==> config.mk <==
export PLATFORM = sky130hd
export DESIGN_NAME = afc_clock_gen
export DESIGN_NICKNAME = d
export VERILOG_FILES = /design/src/include/afc_pkg.sv /design/src/include/afc_reg_if.sv /design/src/hw/afc_clock_gen.sv /design/src/hw/afc_i2c_slave.sv
export SDC_FILE = /design/constraint.sdc
export NUM_CORES = 1
export LEC_CHECK = 0
export BUFFER_PORTS_ARGS = -buffer_cell sky130_fd_sc_hd__buf_2
export CAP_MARGIN = 20
export CELL_PAD_IN_SITES_DETAIL_PLACEMENT = 1
export CELL_PAD_IN_SITES_GLOBAL_PLACEMENT = 2
export CORE_ASPECT_RATIO = 0.8
export CORE_UTILIZATION = 35
export CTS_BUF_LIST = sky130_fd_sc_hd__clkbuf_8 sky130_fd_sc_hd__clkbuf_16
export DETAILED_ROUTE_END_ITERATION = 8
export PLACE_DENSITY = 0.77
export SLEW_MARGIN = 40
export SYNTH_ARGS = -nofsm -noshare
export SYNTH_HDL_FRONTEND = slang
export SYNTH_SLANG_ARGS = --single-unit
==> constraint.sdc <==
create_clock -name clock_i -period 12.7 [get_ports clock_i]
set_input_delay 3.175 -clock clock_i [delete_from_list [all_inputs] [get_ports clock_i]]
set_output_delay 3.175 -clock clock_i [all_outputs]
set_load 0.01 [all_outputs]
==> src/include/afc_pkg.sv <==
// Constants, types and helpers of the field-locked audio clock generator.
// Assumes a single 25 MHz system clock and subaddressed byte registers.
package afc_pkg;
  // Register subaddresses
  localparam logic [7:0] SUB_CPF_LO = 8'h30;
  localparam logic [7:0] SUB_CPF_MID = 8'h31;
  localparam logic [7:0] SUB_CPF_HI = 8'h32;
  localparam logic [7:0] SUB_NI_LO = 8'h34;
  localparam logic [7:0] SUB_NI_MID = 8'h35;
  localparam logic [7:0] SUB_NI_HI = 8'h36;
  localparam logic [7:0] SUB_BIT_DIV = 8'h38;
  localparam logic [7:0] SUB_CH_DIV = 8'h39;
  localparam logic [7:0] SUB_CTRL = 8'h3A;
  localparam logic [7:0] SUB_STATUS = 8'h3B;
  // Control bit positions
  localparam int CTRL_LOOP_OPEN = 3;
  localparam int CTRL_VREF_EXT = 2;
  localparam int CTRL_CH_PHASE = 1;
  localparam int CTRL_BIT_PHASE = 0;
  // Widths
  localparam int ACC_W = 23;
  localparam int CPF_W = 18;
  localparam int NI_W = 22;
  localparam int DIV_W = 6;
  // Reset value and strap sample count
  localparam logic [7:0] REG_RST = 8'h00;
  localparam logic [1:0] STRAP_SAMPLE_CNT = 2'h2;
  // Bus device address, value arbitrary
  localparam logic [6:0] DEV_ADDR_DEFAULT = 7'h2A;

  typedef enum logic [2:0] {
    ST_IDLE, ST_ADDR, ST_SUB, ST_WDATA, ST_ACK, ST_RDATA, ST_MACK
  } afc_i2c_st_t;

  // Byte lane of a multi-byte register
  function automatic logic [7:0] afc_byte(input logic [23:0] v, input logic [1:0] sel);
    logic [7:0] r;
    r = 8'h00;
    case (sel)
      2'h0: r = v[7:0];
      2'h1: r = v[15:8];
      default: r = v[23:16];
    endcase
    return r;
  endfunction
endpackage

==> src/include/afc_reg_if.sv <==
// Byte register access between the serial bus slave and the register file.
// Assumes both ends run on the same clock.
interface afc_reg_if;
  logic wr_stb;
  logic [7:0] waddr;
  logic [7:0] wdata;
  logic [7:0] raddr;
  logic [7:0] rdata;
  modport slave (output wr_stb, output waddr, output wdata, output raddr, input rdata);
  modport regs (input wr_stb, input waddr, input wdata, input raddr, output rdata);
endinterface

==> src/hw/afc_clock_gen.sv <==
// Field-locked audio master clock synthesizer with bit/channel clock dividers.
// Assumes clock_i is the crystal reference; references and divider input are pins.
// Overview of operation
// [RULE1] Master clock synthesized from the crystal reference clock.
// [RULE2] Master clock held to a fixed count of clocks per video field.
// [RULE3] Loop correction moves one step per field, never abruptly.
// [RULE4] 18-bit clocks-per-field target in three byte registers, set by software.
// [RULE5] 22-bit nominal increment in three byte registers, set by software.
// [RULE6] Divider chain clocked from the separate divider input pin.
// [RULE7] Bit clock is divider input over twice (divider value plus one).
// [RULE8] Channel clock is bit clock over twice the channel divider value.
// [RULE9] Control bits open the loop and pick external vertical reference.
// [RULE10] Channel clock phase bit picks falling (0) or rising (1) bit clock edges.
// [RULE11] Bit clock phase bit picks falling (0) or rising (1) input edges.
// [RULE12] Crystal selection strapped at reset; software computes increment for it.
// [RULE13] Controller writes registers by subaddress over the serial bus.
// [RULE14] Open loop: accumulator steps by nominal increment, no correction.
// [RULE15] Closed loop: count clocks per field, compare, nudge increment slowly.
module afc_clock_gen #(
  parameter int CORR_W = 12,
  parameter logic [6:0] DEV_ADDR = afc_pkg::DEV_ADDR_DEFAULT
) (
  // Clock and reset
  input wire logic clock_i,
  input wire logic rst_n_i,
  // Serial control bus
  input wire logic scl_i,
  input wire logic sda_i,
  output logic sda_o,
  output logic sda_oe_n_o,
  // Field references and strap
  input wire logic field_ref_int_i,
  input wire logic field_ref_ext_i,
  input wire logic xtal_sel_strap_i,
  // Audio clocks
  input wire logic divider_clock_in_i,
  output logic synth_master_clock_out_o,
  output logic serial_bit_clock_out_o,
  output logic channel_select_clock_out_o
);
  localparam logic signed [CORR_W-1:0] CORR_MAX = {1'b0, {(CORR_W-1){1'b1}}};
  localparam logic signed [CORR_W-1:0] CORR_MIN = {1'b1, {(CORR_W-1){1'b0}}};
  localparam int AW = afc_pkg::ACC_W;

  afc_reg_if bus_if();

  afc_i2c_slave #(.DEV_ADDR(DEV_ADDR)) u_i2c (
    .clock_i(clock_i),
    .rst_n_i(rst_n_i),
    .scl_i(scl_i),
    .sda_i(sda_i),
    .sda_o(sda_o),
    .sda_oe_n_o(sda_oe_n_o),
    .bus(bus_if.slave)
  );

  logic [afc_pkg::CPF_W-1:0] cpf_q, cpf_d;
  logic [afc_pkg::NI_W-1:0] ni_q, ni_d;
  logic [afc_pkg::DIV_W-1:0] bdiv_q, bdiv_d, cdiv_q, cdiv_d;
  logic [3:0] ctrl_q, ctrl_d;
  logic loop_open, bit_ph, ch_ph;

  assign loop_open = ctrl_q[afc_pkg::CTRL_LOOP_OPEN];
  assign bit_ph = ctrl_q[afc_pkg::CTRL_BIT_PHASE];
  assign ch_ph = ctrl_q[afc_pkg::CTRL_CH_PHASE];

  // [RULE4] [RULE5] byte-wise register writes
  always_comb begin
    cpf_d = cpf_q;
    ni_d = ni_q;
    bdiv_d = bdiv_q;
    cdiv_d = cdiv_q;
    ctrl_d = ctrl_q;
    if (bus_if.wr_stb) begin
      case (bus_if.waddr)
        afc_pkg::SUB_CPF_LO: cpf_d[7:0] = bus_if.wdata;
        afc_pkg::SUB_CPF_MID: cpf_d[15:8] = bus_if.wdata;
        afc_pkg::SUB_CPF_HI: cpf_d[17:16] = bus_if.wdata[1:0];
        afc_pkg::SUB_NI_LO: ni_d[7:0] = bus_if.wdata;
        afc_pkg::SUB_NI_MID: ni_d[15:8] = bus_if.wdata;
        afc_pkg::SUB_NI_HI: ni_d[21:16] = bus_if.wdata[5:0];
        afc_pkg::SUB_BIT_DIV: bdiv_d = bus_if.wdata[5:0];
        afc_pkg::SUB_CH_DIV: cdiv_d = bus_if.wdata[5:0];
        afc_pkg::SUB_CTRL: ctrl_d = bus_if.wdata[3:0];
        default: ;
      endcase
    end
  end

  always_ff @(posedge clock_i or negedge rst_n_i) begin
    if (!rst_n_i) begin
      cpf_q <= '0;
      ni_q <= '0;
      bdiv_q <= '0;
      cdiv_q <= '0;
      ctrl_q <= '0;
    end else begin
      cpf_q <= cpf_d;
      ni_q <= ni_d;
      bdiv_q <= bdiv_d;
      cdiv_q <= cdiv_d;
      ctrl_q <= ctrl_d;
    end
  end

  // Strap and vertical reference pins
  logic xs1_q, xs2_q, xtal_sel_q, xtal_sel_d, vx1_q, vx2_q, vref_prev_q, vref, field_ev;
  logic [1:0] strap_cnt_q, strap_cnt_d;
  logic locked_q, locked_d;

  // [RULE12] sample strap once synchroniser has settled
  always_comb begin
    strap_cnt_d = strap_cnt_q;
    xtal_sel_d = xtal_sel_q;
    if (strap_cnt_q != 2'h3) begin
      strap_cnt_d = strap_cnt_q + 2'h1;
    end
    if (strap_cnt_q == afc_pkg::STRAP_SAMPLE_CNT) begin
      xtal_sel_d = xs2_q;
    end
  end

  // [RULE9] vertical reference select
  assign vref = ctrl_q[afc_pkg::CTRL_VREF_EXT] ? vx2_q : field_ref_int_i;
  assign field_ev = vref & ~vref_prev_q;

  // Register readback, status shows strap and lock
  always_comb begin
    case (bus_if.raddr)
      afc_pkg::SUB_CPF_LO: bus_if.rdata = afc_pkg::afc_byte({6'h00, cpf_q}, 2'h0);
      afc_pkg::SUB_CPF_MID: bus_if.rdata = afc_pkg::afc_byte({6'h00, cpf_q}, 2'h1);
      afc_pkg::SUB_CPF_HI: bus_if.rdata = afc_pkg::afc_byte({6'h00, cpf_q}, 2'h2);
      afc_pkg::SUB_NI_LO: bus_if.rdata = afc_pkg::afc_byte({2'h0, ni_q}, 2'h0);
      afc_pkg::SUB_NI_MID: bus_if.rdata = afc_pkg::afc_byte({2'h0, ni_q}, 2'h1);
      afc_pkg::SUB_NI_HI: bus_if.rdata = afc_pkg::afc_byte({2'h0, ni_q}, 2'h2);
      afc_pkg::SUB_BIT_DIV: bus_if.rdata = {2'h0, bdiv_q};
      afc_pkg::SUB_CH_DIV: bus_if.rdata = {2'h0, cdiv_q};
      afc_pkg::SUB_CTRL: bus_if.rdata = {4'h0, ctrl_q};
      afc_pkg::SUB_STATUS: bus_if.rdata = {6'h00, xtal_sel_q, locked_q};
      default: bus_if.rdata = 8'h00;
    endcase
  end

  // Synthesizer and lock loop
  logic [AW-1:0] acc_q, acc_d, inc;
  logic signed [CORR_W-1:0] corr_q, corr_d;
  logic [afc_pkg::CPF_W-1:0] fcnt_q, fcnt_d;
  logic mrise;

  always_comb begin
    // [RULE14] open loop uses bare nominal step
    inc = loop_open ? {1'b0, ni_q}
                    : AW'({1'b0, ni_q} + {{(AW-CORR_W){corr_q[CORR_W-1]}}, corr_q});
    // [RULE1] phase accumulator on crystal clock
    acc_d = acc_q + inc;
    mrise = acc_d[AW-1] & ~acc_q[AW-1];
    fcnt_d = fcnt_q;
    corr_d = corr_q;
    locked_d = locked_q;
    // [RULE2] count master clocks per field
    if (field_ev) begin
      fcnt_d = {{(afc_pkg::CPF_W-1){1'b0}}, mrise};
      locked_d = (fcnt_q == cpf_q);
    end else if (mrise && fcnt_q != {afc_pkg::CPF_W{1'b1}}) begin
      fcnt_d = fcnt_q + 1'b1;
    end
    // [RULE15] [RULE3] one-step nudge per field
    if (loop_open) begin
      corr_d = '0;
    end else if (field_ev) begin
      if (fcnt_q < cpf_q && corr_q != CORR_MAX) begin
        corr_d = corr_q + 1'b1;
      end else if (fcnt_q > cpf_q && corr_q != CORR_MIN) begin
        corr_d = corr_q - 1'b1;
      end
    end
  end

  // Divider chain
  logic [2:0] dx_q;
  logic [afc_pkg::DIV_W-1:0] scnt_q, scnt_d, lcnt_q, lcnt_d;
  logic bclk_q, bclk_d, lr_q, lr_d, div_rise, div_fall, div_ev, bclk_ev, lr_ev;

  // [RULE6] divider input through two-stage synchroniser
  assign div_rise = dx_q[1] & ~dx_q[2];
  assign div_fall = ~dx_q[1] & dx_q[2];
  // [RULE11] input edge select
  assign div_ev = bit_ph ? div_rise : div_fall;
  assign bclk_ev = div_ev && (scnt_q >= bdiv_q);
  // [RULE10] bit clock edge select
  assign lr_ev = bclk_ev && ((~bclk_q) == ch_ph);

  always_comb begin
    scnt_d = scnt_q;
    bclk_d = bclk_q;
    lcnt_d = lcnt_q;
    lr_d = lr_q;
    // [RULE7] half period of divider value plus one
    if (bclk_ev) begin
      scnt_d = '0;
      bclk_d = ~bclk_q;
    end else if (div_ev) begin
      scnt_d = scnt_q + 1'b1;
    end
    // [RULE8] zero channel divider holds the clock
    if (lr_ev && cdiv_q != '0) begin
      if (lcnt_q >= cdiv_q - 1'b1) begin
        lcnt_d = '0;
        lr_d = ~lr_q;
      end else begin
        lcnt_d = lcnt_q + 1'b1;
      end
    end
  end

  always_ff @(posedge clock_i or negedge rst_n_i) begin
    if (!rst_n_i) begin
      xs1_q <= 1'b0;
      xs2_q <= 1'b0;
      xtal_sel_q <= 1'b0;
      strap_cnt_q <= 2'h0;
      vx1_q <= 1'b0;
      vx2_q <= 1'b0;
      vref_prev_q <= 1'b0;
      locked_q <= 1'b0;
      acc_q <= '0;
      corr_q <= '0;
      fcnt_q <= '0;
      dx_q <= 3'h0;
      scnt_q <= '0;
      lcnt_q <= '0;
      bclk_q <= 1'b0;
      lr_q <= 1'b0;
    end else begin
      xs1_q <= xtal_sel_strap_i;
      xs2_q <= xs1_q;
      xtal_sel_q <= xtal_sel_d;
      strap_cnt_q <= strap_cnt_d;
      vx1_q <= field_ref_ext_i;
      vx2_q <= vx1_q;
      vref_prev_q <= vref;
      locked_q <= locked_d;
      acc_q <= acc_d;
      corr_q <= corr_d;
      fcnt_q <= fcnt_d;
      dx_q <= {dx_q[1:0], divider_clock_in_i};
      scnt_q <= scnt_d;
      lcnt_q <= lcnt_d;
      bclk_q <= bclk_d;
      lr_q <= lr_d;
    end
  end

  assign synth_master_clock_out_o = acc_q[AW-1];
  assign serial_bit_clock_out_o = bclk_q;
  assign channel_select_clock_out_o = lr_q;
endmodule

==> src/hw/afc_i2c_slave.sv <==
// Two-wire serial bus slave with subaddress auto-increment.
// Assumes scl/sda arrive asynchronously and are sampled well above bus rate.
module afc_i2c_slave #(
  parameter logic [6:0] DEV_ADDR = afc_pkg::DEV_ADDR_DEFAULT
) (
  // Clock and reset
  input wire logic clock_i,
  input wire logic rst_n_i,
  // Bus pins
  input wire logic scl_i,
  input wire logic sda_i,
  output logic sda_o,
  output logic sda_oe_n_o,
  // Register side
  afc_reg_if.slave bus
);
  logic [2:0] scl_q, sda_q;
  afc_pkg::afc_i2c_st_t st_q, st_d, ph_q, ph_d;
  logic [2:0] cnt_q, cnt_d;
  logic [7:0] sh_q, sh_d, sub_q, sub_d, wa_q, wa_d, wd_q, wd_d;
  logic out_q, out_d, oe_n_q, oe_n_d, wr_q, wr_d;
  logic scl_rise, scl_fall, start, stop;
  logic [7:0] byte_v;

  // Stage 0 feeds only stage 1
  assign scl_rise = scl_q[1] & ~scl_q[2];
  assign scl_fall = ~scl_q[1] & scl_q[2];
  assign start = ~sda_q[1] & sda_q[2] & scl_q[1];
  assign stop = sda_q[1] & ~sda_q[2] & scl_q[1];
  assign byte_v = {sh_q[6:0], sda_q[1]};

  // [RULE13] subaddressed writes
  always_comb begin
    st_d = st_q;
    ph_d = ph_q;
    cnt_d = cnt_q;
    sh_d = sh_q;
    sub_d = sub_q;
    wa_d = wa_q;
    wd_d = wd_q;
    out_d = out_q;
    oe_n_d = oe_n_q;
    wr_d = 1'b0;
    if (stop) begin
      st_d = afc_pkg::ST_IDLE;
      out_d = 1'b1;
      oe_n_d = 1'b1;
    end else if (start) begin
      st_d = afc_pkg::ST_ADDR;
      cnt_d = 3'h0;
      out_d = 1'b1;
      oe_n_d = 1'b1;
    end else if (scl_rise) begin
      cnt_d = cnt_q + 3'h1;
      unique case (st_q)
        afc_pkg::ST_IDLE: ;
        afc_pkg::ST_ADDR, afc_pkg::ST_SUB, afc_pkg::ST_WDATA: begin
          sh_d = byte_v;
          if (cnt_q == 3'h7) begin
            st_d = afc_pkg::ST_ACK;
            ph_d = afc_pkg::ST_WDATA;
            if (st_q == afc_pkg::ST_ADDR) begin
              ph_d = byte_v[0] ? afc_pkg::ST_RDATA : afc_pkg::ST_SUB;
              if (byte_v[7:1] != DEV_ADDR) begin
                st_d = afc_pkg::ST_IDLE;
              end
            end else if (st_q == afc_pkg::ST_SUB) begin
              sub_d = byte_v;
            end else begin
              wr_d = 1'b1;
              wa_d = sub_q;
              wd_d = byte_v;
              sub_d = sub_q + 8'h01;
            end
          end
        end
        afc_pkg::ST_ACK: begin
          st_d = ph_q;
          cnt_d = 3'h0;
          if (ph_q == afc_pkg::ST_RDATA) begin
            sh_d = bus.rdata;
          end
        end
        afc_pkg::ST_RDATA: begin
          sh_d = {sh_q[6:0], 1'b0};
          if (cnt_q == 3'h7) begin
            st_d = afc_pkg::ST_MACK;
            sub_d = sub_q + 8'h01;
          end
        end
        afc_pkg::ST_MACK: begin
          cnt_d = 3'h0;
          st_d = sda_q[1] ? afc_pkg::ST_IDLE : afc_pkg::ST_RDATA;
          sh_d = bus.rdata;
        end
      endcase
    end else if (scl_fall) begin
      // Change the drive when scl falls; start and stop only release it
      out_d = 1'b1;
      oe_n_d = 1'b1;
      if (st_q == afc_pkg::ST_ACK) begin
        out_d = 1'b0;
        oe_n_d = 1'b0;
      end else if (st_q == afc_pkg::ST_RDATA) begin
        out_d = sh_q[7];
        oe_n_d = sh_q[7];
      end
    end
  end

  always_ff @(posedge clock_i or negedge rst_n_i) begin
    if (!rst_n_i) begin
      scl_q <= 3'h7;
      sda_q <= 3'h7;
      st_q <= afc_pkg::ST_IDLE;
      ph_q <= afc_pkg::ST_IDLE;
      cnt_q <= 3'h0;
      sh_q <= 8'h00;
      sub_q <= 8'h00;
      wa_q <= 8'h00;
      wd_q <= 8'h00;
      out_q <= 1'b1;
      oe_n_q <= 1'b1;
      wr_q <= 1'b0;
    end else begin
      scl_q <= {scl_q[1:0], scl_i};
      sda_q <= {sda_q[1:0], sda_i};
      st_q <= st_d;
      ph_q <= ph_d;
      cnt_q <= cnt_d;
      sh_q <= sh_d;
      sub_q <= sub_d;
      wa_q <= wa_d;
      wd_q <= wd_d;
      out_q <= out_d;
      oe_n_q <= oe_n_d;
      wr_q <= wr_d;
    end
  end

  assign sda_o = out_q;
  assign sda_oe_n_o = oe_n_q;
  assign bus.wr_stb = wr_q;
  assign bus.waddr = wa_q;
  assign bus.wdata = wd_q;
  assign bus.raddr = sub_q;
endmodule

==> metrics.txt <==
CTS buffer count=17; Pwr Density=194 nW/µm²; Die Y=166 µm; fin crit share=0.421; minimum clock period=5.35 ns; fin. max-slew vios=0; Core ar.=32800 µm²; clock buffer depth=2; # IOs=13; kind of critical path=register to register; Rel. slew slack=0.481; Synth area leaders=dfrtp_1 (38%), ha_1 (10%), mux2_2 (5.3%), a21oi_1 (4.7%), o21ai_0 (4.6%); fmax=0.187 GHz; syn avg cell area=9.26 µm²; Sw Ratio=0.421; DRT Pass-1 Iters=7; gr usage total=0.194; clk root buf=clkbuf_16; crit path DAT=5.69 ns; outcome=complete, no violations; register area share after synthesis=0.392; Clock Sinks=184; post_cts resized=0; Logic pwr share=0.484; Net Count, Synth=1379; WL per Instance=18.6 µm; async set or reset register ratio after synthesis=1.00; most frequent cell after synthesis=dfrtp_1; sw power=1.04 mW; initial antenna violation count=0; Syn Std Cell Area=11800 µm²; post-route ant nets=0; hold_buf cts=0; Port Buf Inserts=12; final hold viol count=0; part of the power in registers=0.304; Setup Skew=0.0171 ns; starting DRC count in detailed routing=489; Seq cells post-synth=184; later-pin clock latency in the skew report=0.46 ns; DRC viols=0; Top FF cell, synth=dfrtp_1; Worst Setup End Kind=register; Syn-to-layout area delta=8.94%; Initial Util=0.359; layout cell share with drive strength beyond 1=0.107; non-filler cells, final=1700; clock power share=0.212; largest net degree at the start of global routing=109; Synth top cells by count=dfrtp_1 (177), nand2_1 (119), a21oi_1 (110), o21ai_0 (108), ha_1 (98); total setup buffers inserted after CTS=0; Internal=1.44 mW; max_cap viols=0; Data required, critical path=13.04 ns; Final #Nets=1369; RSZ-0062 raised after global routing=false; width of the die=207 µm; Filler cells=3767; number of global-route vias before repair=9570; global route total overflow=0; Leak=5.69 nW; slew at the pin closest to its max-slew limit=0.775 ns; Placed Cells=1668; full die area=34300 µm²; wire length of the first global-routing pass=52400 µm; CP startpoint kind=register; Placer Congestion=0.810; Netlist cell types=78; Storage cell area=4620 µm²; htree depth=4; Total Power=2.48 mW; setup tns final=0 ns; area of the multi-input gates=6710 µm²; Setup-failing EPs final=0; CTS clk-pin slew, worst paths=0.07 ns; WL final=31700 µm; Yosys top cell by area=dfrtp_1; Antenna Cells=0; Post-synth EDFFs=0; VDD IR max=124 µV; row cnt=59; Post-DP HPWL=22700 µm; Min-Delay Path Class=register to register; Yosys top cell area share=0.377; Synthesis Warnings=0; Hold Slack=0.357 ns; Mapped Cells=1270; final core occ=0.391; crit-path max FO=32; CTS tree=built; DR vias/cell=5.56; via count=9446
[power groups by stage]
stage	clock network, mW	registers (mW)	logic, mW
2_1_floorplan	0	0.735	0.955
3_5_place_dp	0	0.765	1.20
5_1_grt	0.563	0.764	1.37
6_report	0.527	0.754	1.20
3_3_place_gp	0	0.762	1.17
4_1_cts	0.543	0.754	1.21
[cells by family (layout without fill, tap and decap cells)]
logic type / count (synthesis) / count (layout) / share of synthesized area
mux: 64 / 64 / 0.0603
buf+inv: 117 / 120 / 0.0388
fa+ha+maj: 101 / 101 / 0.109
flops: 184 / 184 / 0.392
simple gates: 372 / 372 / 0.155
compound gates: 384 / 384 / 0.208
xor+xnor: 48 / 48 / 0.0358
[flip-flops by register name, summed over array words and instances, names as in the netlist, 4 cells and up]
| signal | cells |
|---|---|
| u_i2c.sh_q | 8 |
| bdiv_q | 6 |
| scnt_q | 6 |
| u_i2c.bus.raddr | 8 |
| cpf_q | 18 |
| u_i2c.bus.waddr | 8 |
| fcnt_q | 18 |
| acc_q | 23 |
| corr_q | 12 |
| ctrl_q | 4 |
| lcnt_q | 6 |
| ni_q | 22 |
| u_i2c.bus.wdata | 8 |
| cdiv_q | 6 |
[final cells by class]
cell class | instances | area share
multi-input combinational | 969 | 0.524
sequential | 184 | 0.360
tap | 427 | 0.0417
clock buffer | 20 | 0.0364
inverter | 69 | 0.0202
timing repair buffer | 19 | 0.0105
clock inverter | 12 | 0.00723
[stage by stage]
| stage | worst slack [ns] | area, µm² |
|---|---|---|
| 2_1_floorplan | 8.24 | 11800 |
| 3_3_place_gp | 7.43 | 12200 |
| 3_5_place_dp | 7.33 | 12200 |
| 4_1_cts | 7.28 | 12800 |
| 5_1_grt | 6.98 | 12800 |
| 6_report | 7.35 | 12800 |
[layout by cell type (no fill, tap or decap), types with 6 or more instances in the layout]
cell	count
nand2b_1	19
and3_1	18
nor2b_1	6
xor2_1	25
buf_2	12
nor4_1	9
dfstp_2	7
mux2_2	55
a21oi_1	110
xnor2_1	22
a221oi_1	9
nand4_1	7
o22a_1	7
o21ai_0	108
a22oi_1	11
o31ai_1	12
ha_1	98
or2_2	9
nand2_1	119
dfrtp_1	175
a21o_1	31
nand3_1	45
o21a_1	18
mux2i_1	9
o21bai_1	9
or4_1	11
nor3_1	27
inv_1	70
nor2_1	68
clkbuf_16	18
a31oi_1	6
[routing by layer]
layer | up-vias | part of all wire | global-route usage
met5 | - | 0 | 0
met4 | 0 | 0.016 | 0.0584
met3 | 30 | 0.024 | 0.0310
met2 | 88 | 0.42 | 0.274
met1 | 4721 | 0.54 | 0.299
li1 | 4607 | - | -
[path summary, 6_finish.rpt]
kind | from | endpoint | slack [ns] | depth (start not counted)
max in group asynchronous | rst_n_i | ni_q[4] | 8.85 | 2
hold reg to reg | vx1_q | vx2_q | 0.36 | 0
hold / removal | vx1_q | vx2_q | 0.36 | 0
min in group asynchronous | rst_n_i | u_i2c.st_q[0] | 2.68 | 1
setup / recovery | corr_q[0] | fcnt_q[16] | 7.35 | 22
setup reg to reg | corr_q[0] | fcnt_q[16] | 7.35 | 22
[critical path, cell delays in order (launching register included)]
cell and delay [ns]:
dfrtp_1 0.44, ha_1 0.20, inv_1 0.05, fa_1 0.39
nor2b_1 0.19, o31ai_2 0.10, a21oi_1 0.30, a21oi_1 0.16
o21ai_0 0.29, a21o_1 0.18, a21oi_1 0.07, xor2_1 0.14
o21ai_0 0.21, ha_1 0.34, a21o_1 0.20, a21o_1 0.20
a221o_1 0.33, a21oi_2 0.17, o21ai_1 0.14, xor2_2 0.18
buf_4 0.25, or2_2 0.34, o311a_1 0.36
Power figures use the tool's default switching activity.
